`src/oc2_consts.svh`:
```
`ifndef OC2_CONSTS_SVH
`define OC2_CONSTS_SVH

// ============================================================
// Register offsets.
`define OC2_ADDR_DIV_LO 8'h21
`define OC2_ADDR_DIV_HI 8'h22
`define OC2_ADDR_PH_LO 8'h23
`define OC2_ADDR_PH_HI 8'h24
`define OC2_ADDR_DRV 8'h25
`define OC2_ADDR_SE 8'h26

// ============================================================
// Reset values and writable-bit masks.
`define OC2_RST_ZERO 8'h00
`define OC2_RST_DRV 8'h14
`define OC2_MASK_DIV_HI 8'h03
`define OC2_MASK_PH_HI 8'h07
`define OC2_MASK_DRV 8'hFE
`define OC2_MASK_SE 8'hFC

// ============================================================
// Field positions.
`define OC2_DRV_PD 7
`define OC2_DRV_SYNC 6
`define OC2_DRV_POL 5:4
`define OC2_DRV_STD 3:1
`define OC2_SE_PEN 7
`define OC2_SE_PPOL 6:5
`define OC2_SE_NEN 4
`define OC2_SE_NPOL 3:2

`endif

```
`src/oc2_pkg.sv`:
```
`default_nettype none
package oc2_pkg;
  typedef logic [9:0] oc2_div_t;
  typedef logic [10:0] oc2_phase_t;
  typedef enum logic [1:0] {
    OC2_ST_OFF = 2'b00,
    OC2_ST_WAIT = 2'b01,
    OC2_ST_RUN = 2'b10
  } oc2_state_t;

  // Polarity codes: 00 high, 01 pass, 10 invert, 11 low.
  function automatic logic oc2_apply_pol(input logic [1:0] pol, input logic lvl);
    case (pol)
      2'b00: oc2_apply_pol = 1'b1;
      2'b01: oc2_apply_pol = lvl;
      2'b10: oc2_apply_pol = ~lvl;
      default: oc2_apply_pol = 1'b0;
    endcase
  endfunction : oc2_apply_pol
endpackage : oc2_pkg
`default_nettype wire

```
`src/oc2_cfg_if.sv`:
```
`timescale 1ns/100ps
`default_nettype none
interface oc2_cfg_if;
  import oc2_pkg::*;
  oc2_div_t div_value;
  oc2_phase_t phase_offset;
  logic powerdown;
  logic sync_exclude;
  logic [1:0] diff_polarity;
  logic [2:0] driver_standard;
  logic pos_en;
  logic [1:0] pos_pol;
  logic neg_en;
  logic [1:0] neg_pol;
  modport bank (output div_value, phase_offset, powerdown, sync_exclude, diff_polarity,
    driver_standard, pos_en, pos_pol, neg_en, neg_pol);
  modport core (input div_value, phase_offset, powerdown, sync_exclude, diff_polarity,
    driver_standard, pos_en, pos_pol, neg_en, neg_pol);
endinterface : oc2_cfg_if
`default_nettype wire

```
`src/oc2_regbank.sv`:
```
`timescale 1ns/100ps
`default_nettype none
`include "oc2_consts.svh"
module oc2_regbank (
  input wire logic mclk,
  input wire logic nrst,
  input wire logic [7:0] reg_addr,
  input wire logic [7:0] reg_wdata,
  input wire logic reg_wr,
  input wire logic reg_rd,
  output logic [7:0] reg_rdata,
  output logic reg_rvalid,
  oc2_cfg_if.bank cfg
);
  import oc2_pkg::*;

  logic [7:0] div_lo_reg, div_lo_next, div_hi_reg, div_hi_next;
  logic [7:0] ph_lo_reg, ph_lo_next, ph_hi_reg, ph_hi_next;
  logic [7:0] drv_reg, drv_next, se_reg, se_next;
  logic [7:0] rdata_reg, rdata_next;
  logic rvalid_reg;

  // Reserved bits are never stored, so they always read back as zero.
  always_comb begin
    div_lo_next = div_lo_reg;
    div_hi_next = div_hi_reg;
    ph_lo_next = ph_lo_reg;
    ph_hi_next = ph_hi_reg;
    drv_next = drv_reg;
    se_next = se_reg;
    if (reg_wr) begin
      case (reg_addr)
        `OC2_ADDR_DIV_LO: div_lo_next = reg_wdata;
        `OC2_ADDR_DIV_HI: div_hi_next = reg_wdata & `OC2_MASK_DIV_HI;
        `OC2_ADDR_PH_LO: ph_lo_next = reg_wdata;
        `OC2_ADDR_PH_HI: ph_hi_next = reg_wdata & `OC2_MASK_PH_HI;
        `OC2_ADDR_DRV: drv_next = reg_wdata & `OC2_MASK_DRV;
        `OC2_ADDR_SE: se_next = reg_wdata & `OC2_MASK_SE;
        default: ;
      endcase
    end
    case (reg_addr)
      `OC2_ADDR_DIV_LO: rdata_next = div_lo_reg;
      `OC2_ADDR_DIV_HI: rdata_next = div_hi_reg;
      `OC2_ADDR_PH_LO: rdata_next = ph_lo_reg;
      `OC2_ADDR_PH_HI: rdata_next = ph_hi_reg;
      `OC2_ADDR_DRV: rdata_next = drv_reg;
      `OC2_ADDR_SE: rdata_next = se_reg;
      default: rdata_next = `OC2_RST_ZERO;
    endcase
    if (!reg_rd) begin
      rdata_next = rdata_reg;
    end
  end

  always_ff @(posedge mclk or negedge nrst) begin
    if (!nrst) begin
      div_lo_reg <= `OC2_RST_ZERO;
      div_hi_reg <= `OC2_RST_ZERO;
      ph_lo_reg <= `OC2_RST_ZERO;
      ph_hi_reg <= `OC2_RST_ZERO;
      drv_reg <= `OC2_RST_DRV;
      se_reg <= `OC2_RST_ZERO;
      rdata_reg <= `OC2_RST_ZERO;
      rvalid_reg <= 1'b0;
    end else begin
      div_lo_reg <= div_lo_next;
      div_hi_reg <= div_hi_next;
      ph_lo_reg <= ph_lo_next;
      ph_hi_reg <= ph_hi_next;
      drv_reg <= drv_next;
      se_reg <= se_next;
      rdata_reg <= rdata_next;
      rvalid_reg <= reg_rd;
    end
  end

  assign reg_rdata = rdata_reg;
  assign reg_rvalid = rvalid_reg;
  assign cfg.div_value = {div_hi_reg[1:0], div_lo_reg};
  assign cfg.phase_offset = {ph_hi_reg[2:0], ph_lo_reg};
  assign cfg.powerdown = drv_reg[`OC2_DRV_PD];
  assign cfg.sync_exclude = drv_reg[`OC2_DRV_SYNC];
  assign cfg.diff_polarity = drv_reg[`OC2_DRV_POL];
  assign cfg.driver_standard = drv_reg[`OC2_DRV_STD];
  assign cfg.pos_en = se_reg[`OC2_SE_PEN];
  assign cfg.pos_pol = se_reg[`OC2_SE_PPOL];
  assign cfg.neg_en = se_reg[`OC2_SE_NEN];
  assign cfg.neg_pol = se_reg[`OC2_SE_NPOL];
endmodule : oc2_regbank
`default_nettype wire

```
`src/oc2_divider.sv`:
```
`timescale 1ns/100ps
`default_nettype none
module oc2_divider (
  input wire logic mclk,
  input wire logic nrst,
  input wire logic run,
  input wire oc2_pkg::oc2_div_t div_value,
  output logic level,
  output logic wrap
);
  import oc2_pkg::*;

  oc2_div_t cnt_reg, cnt_next, half;
  logic level_reg, level_next;

  // Odd ratios get the longer half high; a stopped divider rests low.
  always_comb begin
    half = (div_value >> 1) + 10'h001;
    cnt_next = 10'h000;
    level_next = 1'b0;
    if (run) begin
      level_next = (cnt_reg < half);
      cnt_next = (cnt_reg >= div_value) ? 10'h000 : cnt_reg + 10'h001;
    end
  end

  always_ff @(posedge mclk or negedge nrst) begin
    if (!nrst) begin
      cnt_reg <= 10'h000;
      level_reg <= 1'b0;
    end else begin
      cnt_reg <= cnt_next;
      level_reg <= level_next;
    end
  end

  assign level = level_reg;
  assign wrap = run && (cnt_reg >= div_value);
endmodule : oc2_divider
`default_nettype wire

```
`src/oc2_channel.sv`:
```
`timescale 1ns/100ps
`default_nettype none
`include "oc2_consts.svh"
module oc2_channel (
  input wire logic mclk,
  input wire logic nrst,
  input wire logic [7:0] reg_addr,
  input wire logic [7:0] reg_wdata,
  input wire logic reg_wr,
  input wire logic reg_rd,
  output logic [7:0] reg_rdata,
  output logic reg_rvalid,
  input wire logic sync_in,
  output logic diff_out,
  output logic diff_oe_n,
  output logic [2:0] driver_standard,
  output logic pos_leg_out,
  output logic pos_leg_oe_n,
  output logic neg_leg_out,
  output logic neg_leg_oe_n,
  output logic ch2_running
);
  import oc2_pkg::*;

  // ============================================================
  // Configuration registers.
  oc2_cfg_if cfg ();

  oc2_regbank u_regbank (
    .mclk(mclk),
    .nrst(nrst),
    .reg_addr(reg_addr),
    .reg_wdata(reg_wdata),
    .reg_wr(reg_wr),
    .reg_rd(reg_rd),
    .reg_rdata(reg_rdata),
    .reg_rvalid(reg_rvalid),
    .cfg(cfg.bank)
  );

  // ============================================================
  // Sync and phase sequencing.
  // The sync request comes from the device's own sync logic on mclk, so it
  // is used without a synchroniser.
  oc2_state_t state_reg, state_next;
  oc2_div_t dly_reg, dly_next;
  oc2_div_t whole_delay;
  logic sync_hit;
  logic run;

  always_comb begin
    whole_delay = cfg.phase_offset[10:1];
    sync_hit = sync_in && !cfg.sync_exclude;
    state_next = state_reg;
    dly_next = dly_reg;
    if (cfg.powerdown) begin
      state_next = OC2_ST_OFF;
    end else begin
      case (state_reg)
        OC2_ST_OFF: begin
          state_next = OC2_ST_WAIT;
          dly_next = whole_delay;
        end
        OC2_ST_WAIT: begin
          if (sync_hit) begin
            dly_next = whole_delay;
          end else if (dly_reg == 10'h000) begin
            state_next = OC2_ST_RUN;
          end else begin
            dly_next = dly_reg - 10'h001;
          end
        end
        OC2_ST_RUN: begin
          if (sync_hit) begin
            state_next = OC2_ST_WAIT;
            dly_next = whole_delay;
          end
        end
        default: state_next = OC2_ST_OFF;
      endcase
    end
  end

  always_ff @(posedge mclk or negedge nrst) begin
    if (!nrst) begin
      state_reg <= OC2_ST_OFF;
      dly_reg <= 10'h000;
    end else begin
      state_reg <= state_next;
      dly_reg <= dly_next;
    end
  end

  assign run = (state_reg == OC2_ST_RUN);

  // ============================================================
  // Divider and half-period retiming.
  logic div_level;
  logic div_wrap;
  logic neg_level_reg;
  logic chan_level;

  oc2_divider u_divider (
    .mclk(mclk),
    .nrst(nrst),
    .run(run),
    .div_value(cfg.div_value),
    .level(div_level),
    .wrap(div_wrap)
  );

  // A falling-edge copy supplies the odd half period of the phase offset.
  always_ff @(negedge mclk or negedge nrst) begin
    if (!nrst) begin
      neg_level_reg <= 1'b0;
    end else begin
      neg_level_reg <= div_level;
    end
  end

  // Divide by one cannot come from a flop, so the input clock is passed
  // through while running; this path is glitch-prone when run changes.
  always_comb begin
    if (cfg.div_value == 10'h000) begin
      chan_level = run && (cfg.phase_offset[0] ? ~mclk : mclk);
    end else begin
      chan_level = cfg.phase_offset[0] ? neg_level_reg : div_level;
    end
  end

  // ============================================================
  // Output drivers.
  always_comb begin
    diff_out = oc2_apply_pol(cfg.diff_polarity, chan_level);
    diff_oe_n = (cfg.driver_standard[2:1] == 2'b11);
    driver_standard = cfg.driver_standard;
    pos_leg_out = oc2_apply_pol(cfg.pos_pol, chan_level);
    pos_leg_oe_n = ~cfg.pos_en;
    neg_leg_out = oc2_apply_pol(cfg.neg_pol, chan_level);
    neg_leg_oe_n = ~cfg.neg_en;
    ch2_running = run;
  end

  // ============================================================
  // Checks.
  // Helper: cycles since the last divider wrap, valid only while the
  // configuration stayed untouched for a whole period.
  oc2_div_t gap_reg, gap_next;
  logic seen_reg, seen_next;

  always_comb begin
    gap_next = 10'h000;
    seen_next = 1'b0;
    if (run && !reg_wr) begin
      gap_next = div_wrap ? 10'h000 : gap_reg + 10'h001;
      seen_next = seen_reg | div_wrap;
    end
  end

  always_ff @(posedge mclk or negedge nrst) begin
    if (!nrst) begin
      gap_reg <= 10'h000;
      seen_reg <= 1'b0;
    end else begin
      gap_reg <= gap_next;
      seen_reg <= seen_next;
    end
  end

  a_div_ratio_period: assert property (
    @(posedge mclk) disable iff (!nrst)
    (div_wrap && seen_reg && !reg_wr) |-> (gap_reg == cfg.div_value))
    else $error("divider period differs from divide value plus one");

  a_div_high_join: assert property (
    @(posedge mclk) disable iff (!nrst)
    (reg_wr && reg_addr == `OC2_ADDR_DIV_HI) |=>
      (cfg.div_value[9:8] == $past(reg_wdata[1:0])))
    else $error("divide value high bits not taken from written byte");

  a_phase_high_join: assert property (
    @(posedge mclk) disable iff (!nrst)
    (reg_wr && reg_addr == `OC2_ADDR_PH_HI) |=>
      (cfg.phase_offset[10:8] == $past(reg_wdata[2:0])))
    else $error("phase value high bits not taken from written byte");

  a_phase_delay_count: assert property (
    @(posedge mclk) disable iff (!nrst)
    (state_reg == OC2_ST_WAIT && !sync_hit && !cfg.powerdown && dly_reg != 10'h000)
      |=> (state_reg == OC2_ST_WAIT && dly_reg == $past(dly_reg) - 10'h001))
    else $error("phase delay did not count down by one");

  a_phase_zero_start: assert property (
    @(posedge mclk) disable iff (!nrst)
    (state_reg == OC2_ST_WAIT && !sync_hit && !cfg.powerdown && dly_reg == 10'h000)
      |=> run)
    else $error("channel did not start after phase delay");

  a_sync_restart: assert property (
    @(posedge mclk) disable iff (!nrst)
    (run && sync_in && !cfg.sync_exclude && !cfg.powerdown) |=>
      (state_reg == OC2_ST_WAIT && dly_reg == $past(cfg.phase_offset[10:1])))
    else $error("unmasked sync did not restart the divider");

  a_sync_masked_run: assert property (
    @(posedge mclk) disable iff (!nrst)
    (run && cfg.sync_exclude && !cfg.powerdown) |=> run)
    else $error("masked sync disturbed the divider");

  a_diff_force_level: assert property (
    @(posedge mclk) disable iff (!nrst)
    (cfg.diff_polarity == 2'b00 |-> diff_out) and
    (cfg.diff_polarity == 2'b11 |-> !diff_out))
    else $error("differential force level wrong");

  a_driver_hiz_mode: assert property (
    @(posedge mclk) disable iff (!nrst)
    diff_oe_n == (driver_standard[2] && driver_standard[1]))
    else $error("differential enable does not follow standard code");

  a_pos_leg_drive: assert property (
    @(posedge mclk) disable iff (!nrst)
    (pos_leg_oe_n == !cfg.pos_en) and
    (cfg.pos_pol == 2'b10 |-> pos_leg_out == !diff_out || cfg.diff_polarity != 2'b01))
    else $error("positive leg enable or polarity wrong");

  a_neg_leg_drive: assert property (
    @(posedge mclk) disable iff (!nrst)
    (neg_leg_oe_n == !cfg.neg_en) and
    (cfg.neg_pol == 2'b00 |-> neg_leg_out))
    else $error("negative leg enable or polarity wrong");

  // The last running cycle still loads one divider level, so the hold is judged after four.
  a_pd_static_hold: assert property (
    @(posedge mclk) disable iff (!nrst)
    cfg.powerdown [*4] |-> (!run && !div_level && $stable(chan_level)))
    else $error("powered-down divider still toggles");

  a_pd_stops_run: assert property (
    @(posedge mclk) disable iff (!nrst)
    cfg.powerdown |=> !run)
    else $error("powered-down channel kept running");

  // Register fields must reach the channel one cycle after the write strobe.
  a_div_low_join: assert property (
    @(posedge mclk) disable iff (!nrst)
    (reg_wr && reg_addr == `OC2_ADDR_DIV_LO) |=>
      (cfg.div_value[7:0] == $past(reg_wdata)))
    else $error("divide value low byte not taken from written byte");

  a_phase_low_join: assert property (
    @(posedge mclk) disable iff (!nrst)
    (reg_wr && reg_addr == `OC2_ADDR_PH_LO) |=>
      (cfg.phase_offset[7:0] == $past(reg_wdata)))
    else $error("phase value low byte not taken from written byte");

  a_sync_mask_join: assert property (
    @(posedge mclk) disable iff (!nrst)
    (reg_wr && reg_addr == `OC2_ADDR_DRV) |=>
      (cfg.sync_exclude == $past(reg_wdata[`OC2_DRV_SYNC])))
    else $error("sync exclude bit not taken from written byte");

  a_diff_pass_invert: assert property (
    @(posedge mclk) disable iff (!nrst)
    (cfg.diff_polarity == 2'b01 |-> diff_out == chan_level) and
    (cfg.diff_polarity == 2'b10 |-> diff_out == !chan_level))
    else $error("differential pass or invert wrong");

  a_std_code_join: assert property (
    @(posedge mclk) disable iff (!nrst)
    (reg_wr && reg_addr == `OC2_ADDR_DRV) |=>
      (driver_standard == $past(reg_wdata[`OC2_DRV_STD])))
    else $error("driver standard code not taken from written byte");

  a_leg_enable_join: assert property (
    @(posedge mclk) disable iff (!nrst)
    (reg_wr && reg_addr == `OC2_ADDR_SE) |=>
      (cfg.pos_en == $past(reg_wdata[`OC2_SE_PEN]) && cfg.neg_en == $past(reg_wdata[`OC2_SE_NEN])))
    else $error("leg enable bits not taken from written byte");

  a_pos_force_level: assert property (
    @(posedge mclk) disable iff (!nrst)
    (cfg.pos_pol == 2'b00 |-> pos_leg_out) and
    (cfg.pos_pol == 2'b11 |-> !pos_leg_out))
    else $error("positive leg force level wrong");

  a_neg_low_pass: assert property (
    @(posedge mclk) disable iff (!nrst)
    (cfg.neg_pol == 2'b11 |-> !neg_leg_out) and
    (cfg.neg_pol == 2'b01 |-> neg_leg_out == chan_level))
    else $error("negative leg force low or pass wrong");

endmodule : oc2_channel
`default_nettype wire

```
`config.mk`:
```
export PLATFORM = sky130hd
export DESIGN_NAME = oc2_channel
export DESIGN_NICKNAME = d
export VERILOG_FILES = /design/src/oc2_pkg.sv /design/src/oc2_cfg_if.sv /design/src/oc2_regbank.sv /design/src/oc2_divider.sv /design/src/oc2_channel.sv
export VERILOG_INCLUDE_DIRS = /design/src
export SDC_FILE = /design/constraint.sdc
export NUM_CORES = 1
export LEC_CHECK = 0
export BUFFER_PORTS_ARGS = -buffer_cell sky130_fd_sc_hd__buf_2
export CORE_AREA = 2 2 110 112
export CTS_CLUSTER_DIAMETER = 120
export DETAILED_ROUTE_END_ITERATION = 12
export DIE_AREA = 0 0 112 114
export PLACE_DENSITY_LB_ADDON = 0.1
export SLEW_MARGIN = 40
export SYNTH_ARGS = -nofsm -noshare
export SYNTH_HDL_FRONTEND = slang
export SYNTH_SLANG_ARGS = --single-unit
```
`constraint.sdc`:
```
create_clock -name mclk -period 5.1 [get_ports mclk]
set_input_delay 0.51 -clock mclk [delete_from_list [all_inputs] [get_ports mclk]]
set_output_delay 0.51 -clock mclk [all_outputs]
set_load 0.03 [all_outputs]
```
# Word level (Yosys, flattened, before mapping)
# Index checks and enable logic that the tools add are counted.
# word_totals
output_inout_bits,19
reg_bits,67
inputBits,21
# op_classes
n_eq_ne,20
bitwise_logic,5
magnitude_cmp,2
reduce_logical,18
muxes,19
add_sub_neg,3
# op_table
cell,count
2-to-1 mux 10 bit,5
equality test 8 x 6 -> 1 bit (second input constant),6
one-hot mux 8 bit (6 select lines),1
one-hot mux 10 bit (3 select lines),1
zero test 10 bit,2
AND reduction 2 bit,6
adder 10 x 1 -> 10 bit (second input constant),1
adder 9 x 1 -> 10 bit (second input constant),1
equality test 2 bit (second input constant),5
>= comparator 10 bit,1
< comparator 10 bit,1
subtractor 10 x 1 -> 10 bit (second input constant),1
!= test 3 x 2 -> 1 bit (second input constant),3
one-hot mux 1 bit (3 select lines),3
equality test 2 x 1 -> 1 bit (second input constant),4
zero test 2 bit,4
2-to-1 mux 2 bit,4
one-hot mux 2 bit (3 select lines),1
NOT 1 bit,5
2-to-1 mux 1 bit,4
AND reduction 4 bit,1
!= test 3 bit (second input constant),1
AND reduction 3 bit,1
nonzero test 3 bit,1
other kinds (3),4

# Depth between registers and ports, before layout
# Gate-level depths: netlist (run 1).
# depth
ltp_word,6
mapped_depth,10
mapped_depth_nobuf,9

# Modules after synthesis
# A second synthesis (run 1) with hierarchy kept.
# unflattened
cells_unflattened,382
hier_area_um2,4053.9
# modules_own_cells
mod,seq_area_each_um2,area_per_inst_um2,instances,cells_each
oc2_regbank,1078.5,2024.4,1,152
oc2_divider,275.3,1098.6,1,120
oc2_channel,325.3,930.9,1,110

==> flow_results.org, run 1 <==
** Power
- Peak supply drop :: 172 uV
- Power Dens Cells :: 416 nW/um2
- In this run the static leakage power is 0.00225 uW.
- After layout, the design draws a total of 2040 uW.

** Die
- Once the floorplan was initialized, standard cells occupied 33.8% of the core.
- Floorplan row count :: 40
- Core outline area :: 11700 um2
- Pin placement for this block handled 40 I/O pins.
- The die covers 12800 um2.
- Die outline height :: 114 um
- Die Width :: 112 um

** Critical path
- The worst register-to-register path has a depth of 0.
- Delay contributed by the slowest stage of the critical path :: 0.40 ns
- STA classifies the critical path endpoint as an output port.
- Setup slack of the most critical reg-to-reg path :: 2.04 ns
- In this run the critical register-to-register path is launched from u_divider.level.
- Top Family by Delay on Critical Path :: multiplexers
- Series of cell instances along the critical path :: mux2i_2, mux2i_1, clkbuf_16, clkbuf_16, mux2i_2, buf_4
- Biggest fanout along the worst timing path :: 2
- Data on the critical path arrives at its endpoint at 4.45 ns.
- Buf+Inv Stages, Crit Path :: 3
- The worst register-to-register path ends at neg_level_reg.
- Nature of the critical path startpoint :: register
- Max stage delay cell, worst path :: sky130_fd_sc_hd__dfrtn_1
- By startpoint and endpoint, the worst setup path is classified as reg2out.
- Required time at the endpoint of the critical path :: 4.59 ns

** STA
- The worst pin sits at a relative slew slack of 48.9%.
- At the pin with the least slew margin, the transition time is 0.761 ns.
- Unrepaired setup endpoints after global routing :: false
- Final count of negative-setup-slack endpoints :: 0
- Worst path setup slack after routing :: 0.139 ns
- Final worst clock skew :: 0.0237 ns
- The number of slew-limit violations in the final report is 0.
- Final-report hold violation count :: 0
- After routing, the total negative slack on setup checks comes to 0 ns.

** Place
- Port buffering added 39 buffers.
- Detail Placement HPWL :: 7.47 mm
- GPL Wtd Cong :: 0.818
- Counting tap cells, the placed design contains a total of 550 instances.
- Prior to clock tree synthesis, the placed netlist has a worst setup slack of 0.886 ns.

** Logic synthesis
- Counting every net in the synthesized netlist gives 422.
- Count of different cell masters after synthesis :: 52
- Post-synth EDFFs :: 0
- By count the netlist is led by 64 x sky130_fd_sc_hd__dfrtp_1, 35 x sky130_fd_sc_hd__mux2_2, 23 x sky130_fd_sc_hd__ha_1, 22 x sky130_fd_sc_hd__inv_1, 20 x sky130_fd_sc_hd__nand2_1.
- Yosys printed 0 warnings.
- Counting every instance in the synthesized netlist gives 378.
- Cell Area, Synth :: 3960 um2
- Dividing the synthesized area by the synthesized cell count gives 10.5 um2.
- Leading cell type by number of instances after synthesis :: sky130_fd_sc_hd__dfrtp_1
- Main flop type after synthesis :: sky130_fd_sc_hd__dfrtp_1
- Counting flops and latches in the post-synthesis netlist gives 67.
- Post-synth top area share :: 40.4%
- Sequential element share of the synthesized area :: 42.4%
- Top area cells in the synthesized netlist :: sky130_fd_sc_hd__dfrtp_1 40%, sky130_fd_sc_hd__mux2_2 9.9%, sky130_fd_sc_hd__ha_1 7.3%
- Leading area contributor after synthesis :: sky130_fd_sc_hd__dfrtp_1
- Ys async rst share :: 100%

** Flow run
- Max-cap violation count :: 0

** Outcome
- Outcome :: complete, no violations

** Finish
- Relative to the synthesized area, the layout overhead comes to 23.6%.
- Fill count :: 1163
- Seq. cell area :: 1680 um2
- Final core area utilization :: 41.8%
- Number of nets in the layout :: 467
- Share of post-route cells with drive strength above 1 :: 27.5%
- The multi-input combinational cells in the finished layout cover a total of 2150 um2.
- Number of diodes :: 0
- The finished layout holds 576 standard cells, fillers aside.

** Routing
- Post-DRT Antenna Nets :: 0
- After detailed routing, the total wire length is 10.6 mm.
- For this block, the via count after detailed routing is 3122.
- For this run, design rule violations remaining after detail routing come to 0.
- 1st-iter DRT viols :: 225
- Using the TritonRoute via totals, the vias-per-cell ratio works out to 5.42.
- Dividing the detail-routed wire length by the instance count gives 18.3 um.
- For this run, the detailed router's first-pass iteration total came to 4.

** Worst hold path
- Path category of the worst min-delay check :: in2async

** GRT
- Entering global routing, the biggest net connects 67 pins.
- Overall track demand over capacity in global routing :: 18.4%
- Global-route wire length before repair :: 17.6 mm
- The number of global-route vias before repair came to 3335.
- Global routing finished with a remaining overflow of 0.
- Antenna violations before repair :: 0

** Clock network
- Worst skew pair latency :: 0.48 ns
- The number of setup buffers added after CTS is 0.
- CTS clk-pin slew, worst paths :: 0.06 ns
- TritonCTS built the clock tree.
- The number of hold buffers added after CTS was 0.
==> layer usage <==
metal	vias to the layer above	routed length, um	GRT usage (%)
met4	0	335	12.8
met5	-	0	0
met3	24	522	6.11
met1	1503	5010	23.3
met2	93	4700	26.6
li1	1502	-	-
==> stage by stage <==
| stage | cell area, um2 | hold slack (ns) |
|---|---|---|
| floorplan | 3960 | 0.214 |
| global placement | 4290 | 0.506 |
| detailed placement | 4310 | 0.507 |
| CTS | 4890 | 0.214 |
| global route | 4900 | 0.249 |
| finish | 4900 | 0.178 |
==> where the power goes <==
group	leakage, uW	total (uW)	switching [uW]	internal [uW]
clock network	0.000289	995	293	702
logic	0.00105	406	237	170
registers	0.000909	637	54.8	583
total	0.00225	2040	585	1450
==> cell usage in the layout, fill, tap and decap left out, drive strengths merged, types with 8 or more instances in the layout <==
cell type,count
nor2,8
xnor2,8
inv,23
clkbuf,19
a21oi,14
dfrtp,64
buf,41
mux2i,14
nand3,15
ha,23
o21ai,10
mux2,36
nor3,8
nand2,21
==> how the worst max path moves through the flow <==
| stage | end | slack, ns | from | depth (start not counted) |
|---|---|---|---|---|
| final | neg_leg_out | 0.14 | neg_level_reg | 6 |
| after floorplan | diff_out | 0.70 | neg_level_reg | 3 |
| after CTS | neg_leg_out | 0.04 | neg_level_reg | 6 |
| after global routing | pos_leg_out | 0.006 | neg_level_reg | 6 |
| after global placement | diff_out | 0.89 | neg_level_reg | 4 |
| after detailed placement | diff_out | 0.89 | neg_level_reg | 4 |
==> repair_timing <==
item,CTS,global route
endpoints found under the setup margin,0,3
hold endpoints to repair,0,0
gates resized for setup,0,4
==> layout make-up <==
class / count / share of cell area [%]
Tap cell: 147 / 3.75
Sequential cell: 67 / 34.3
Multi-Input combinational cell: 272 / 43.9
Clock inverter: 7 / 2.40
Inverter: 23 / 1.81
Timing Repair Buffer: 38 / 4.06
Clock buffer: 22 / 9.83
==> kinds of logic (layout without fill, tap and decap cells) <==
logic type,count (synthesis),after routing,synth area share [%]
DFF,67,67,42.4
adders and majority gates,23,23,7.26
muxes,50,50,13.9
buffers and inverters,39,90,3.85
xor gates and xnor gates,10,10,2.21
and+or+nand+nor,112,112,16.7
AOI/OAI and AO/OA,77,77,13.7
Power figures use the tool's default switching activity.
==> run 2, diff against run 1 <==
--- a/config.mk
+++ b/config.mk
@@ -7,12 +7,13 @@
 export NUM_CORES = 1
 export LEC_CHECK = 0
 export BUFFER_PORTS_ARGS = -buffer_cell sky130_fd_sc_hd__buf_2
-export CORE_AREA = 2 2 110 112
+export CORE_AREA = 2 2 111 113
 export CTS_CLUSTER_DIAMETER = 120
 export DETAILED_ROUTE_END_ITERATION = 12
-export DIE_AREA = 0 0 112 114
+export DIE_AREA = 0 0 113 115
 export PLACE_DENSITY_LB_ADDON = 0.1
 export SLEW_MARGIN = 40
 export SYNTH_ARGS = -nofsm -noshare
 export SYNTH_HDL_FRONTEND = slang
+export SYNTH_HIERARCHICAL = 1
 export SYNTH_SLANG_ARGS = --single-unit
==> run 2 against run 1 <==
Non-clock buffer count shrank 1. Critical endpoint is now pos_leg_out. Sequential power fell by 3%. Highest routed layer unchanged. Via count is 2.2% lower.
==> flow_results.org, run 2 <==
** GRT
- The met3 track utilization from global routing is 5.54% (was 6.11%).
- Overall overflow remaining after global route :: 0 (unchanged)
- The number of global-route vias before repair was 3031 (was 3335).
- The fraction of met1 tracks used by global routing is 23.4% (was 23.3%).
- The number of antenna violations at the first check in global routing was 0 (unchanged).
- Largest net degree at the start of global routing :: 67 (unchanged)
- The busiest layer in global routing is met1 (was met2).
- Overall track demand over capacity in global routing :: 17.4% (was 18.4%)
- Global-route wire length before repair :: 16.6 mm (was 17.6 mm)
- The met2 usage came to 23.3% (was 26.6%).

** Routing
- Post-DRT Antenna Nets :: 0 (unchanged)
- The via-per-instance ratio was 5.27 (was 5.42).
- The total routed wirelength is 10.3 mm (was 10.6 mm).
- Initial DRT Pass Iterations :: 4 (unchanged)
- Total number of vias :: 3053 (was 3122)
- 1st-iter DRT viols :: 192 (was 225)
- Routed len/inst :: 17.7 um (was 18.3 um)
- Detailed-route DRC error count :: 0 (unchanged)

** Clock network
- CTS Hold Bufs :: 0 (unchanged)
- # resized after CTS :: 2 (was 0)
- Post-CTS repair timing setup buffer count :: 0 (unchanged)
- The clock edge transition at the registers on the reported setup and hold paths is 0.05 ns (was 0.06 ns).
- Clock tree from TritonCTS :: done (unchanged)
- The clock latency at the later pin of the worst-skew pair is 0.47 ns (was 0.48 ns).

** Critical path
- Max stage delay cell, worst path :: sky130_fd_sc_hd__dfrtn_1 (unchanged)
- Required time at the endpoint of the critical path :: 4.59 ns (about the same)
- Nature of the critical path startpoint :: register (unchanged)
- Type of destination of the critical path :: output port (unchanged)
- Arrival time at the worst endpoint :: 4.48 ns (was 4.45 ns)
- Series of cell instances along the critical path: mux2i_2, mux2i_2, clkbuf_16, clkbuf_16, mux2i_1, buf_2 (was mux2i_2, mux2i_1, clkbuf_16, clkbuf_16, mux2i_2, buf_4).
- Delay contributed by the slowest stage of the critical path :: 0.40 ns (about the same)
- Worst Path Class, Setup :: reg2out (unchanged)
- The largest driver fanout on the critical path was 2 (unchanged).

** Finish
- The fill cell total of the finished layout is 1171 (was 1163).
- Number of diodes :: 0 (unchanged)
- Relative area change from synthesis to final layout :: 21.1% (was 23.6%)
- Number of nets in the layout :: 469 (was 467)
- The fraction of final layout cells sized beyond drive strength 1 is 31.5% (was 27.5%).
- Most frequent cells in the layout :: 64 x sky130_fd_sc_hd__dfrtp_1, 38 x sky130_fd_sc_hd__buf_2, 30 x sky130_fd_sc_hd__mux2_2 (was 64 x sky130_fd_sc_hd__dfrtp_1, 38 x sky130_fd_sc_hd__buf_2, 35 x sky130_fd_sc_hd__mux2_2)
- Most common library cell in the layout ignoring fill and taps :: sky130_fd_sc_hd__dfrtp_1 (unchanged)
- The cell area after layout came to 4890 um2 (was 4900 um2).
- The final design utilization is 41.4% (was 41.8%).

** STA
- Worst slew pin tran :: 0.763 ns (was 0.761 ns)
- The number of slew-limit violations in the final report was 0 (unchanged).
- Final-report hold violation count :: 0 (unchanged)
- Unrepaired setup endpoints after global routing: false (unchanged).
- The post-route setup TNS was 0 ns (unchanged).
- Final count of negative-setup-slack endpoints :: 0 (unchanged)
- The relative max-transition margin was 49.2% (was 48.9%).
- Final worst clock skew :: 0.0246 ns (was 0.0237 ns)

** Logic synthesis
- The post-synthesis average cell area came to 10.6 um2 (was 10.5 um2).
- The synthesized netlist net count came to 422 (unchanged).
- The number of warnings printed during yosys synthesis came to 6 (was 0).
- The cell area after synthesis was 4040 um2 (was 3960 um2).
- The gate count of the mapped netlist came to 379 (was 378).

** Die
- The full die area was 13000 um2 (was 12800 um2).
- Die outline height :: 115 um (was 114 um)
- Starting density of the core :: 34.2% (was 33.8%)
- The number of rows created at floorplan was 40 (unchanged).
- The number of top-level pins is 40 (unchanged).
- Core outline area :: 11800 um2 (was 11700 um2)
- Die Width :: 113 um (was 112 um)

** Worst hold path
- Path category of the worst min-delay check :: in2async (unchanged)

** Power
- Peak supply drop :: 143 uV (was 172 uV)
- The power density over cell area is 350 nW/um2 (was 416 nW/um2).
- Leak :: 0.00213 uW (was 0.00225 uW)

** Place
- The placed wire-length estimate was 7.30 mm (was 7.47 mm).
- The routability congestion estimate was 0.804 (was 0.818).
- Total of buffers placed on input and output ports :: 39 (unchanged)
- The cell area after placement is 4350 um2 (was 4310 um2).

** Outcome
- Outcome: complete, no violations (unchanged).

** Flow run
- The max-capacitance violation count is 0 (unchanged).
[run 2: stage by stage]
stage / hold WS, ns / setup slack (ns) / total power [uW] / std cells
finish: 0.189 / 0.112 / 1710 / 579
global route: 0.250 / 0.0136 / 1790 / 579
CTS: 0.221 / 0.0443 / 1740 / 579
detailed placement: 0.515 / 0.872 / 862 / 553
global placement: 0.510 / 0.894 / 862 / 553
floorplan: 0.214 / 0.696 / 792 / 379
[run 2: routing by layer]
metal	up-vias	wire (um)
met2	63	4390
met5	-	0
met3	25	413
met4	0	322
met1	1486	5140
li1	1479	-
[run 2: path summary, 6_finish.rpt]
check / from / endpoint / slack (ns) / cells after the start
worst max-delay path: neg_level_reg / pos_leg_out / 0.11 / 6
worst min-delay path: nrst / dly_reg[8] / 0.19 / 2
worst max register to register: u_divider/level / neg_level_reg / 2.03 / 0
worst min register to register: dly_reg[0] / dly_reg[0] / 0.52 / 1
max in group asynchronous: nrst / neg_level_reg / 2.71 / 1
min in group mclk: reg_rd / u_regbank/reg_rvalid / 0.28 / 1
[run 2: power breakdown]
| part | leakage (uW) | switching (uW) | internal [uW] |
|---|---|---|---|
| combinational | 0.000968 | 130 | 94.2 |
| sequential | 0.000900 | 48.8 | 570 |
| clock | 0.000262 | 287 | 584 |
[run 2: critical path: cells and delay by family, from the launching register on]
kind | cells | cell delay, ns
mux | 3 | 0.53
buf+inv | 3 | 0.53
flops | 1 | 0.40
[run 2: cell type report]
cell class,count,area [um2],share of cell area (%)
Clock inverter,7,71.3,1.46
Sequential cell,67,1680,34.3
Tap cell,147,184,3.76
Clock buffer,22,472,9.65
Inverter,29,111,2.28
Timing Repair Buffer,37,191,3.92
Multi-Input combinational cell,270,2180,44.6
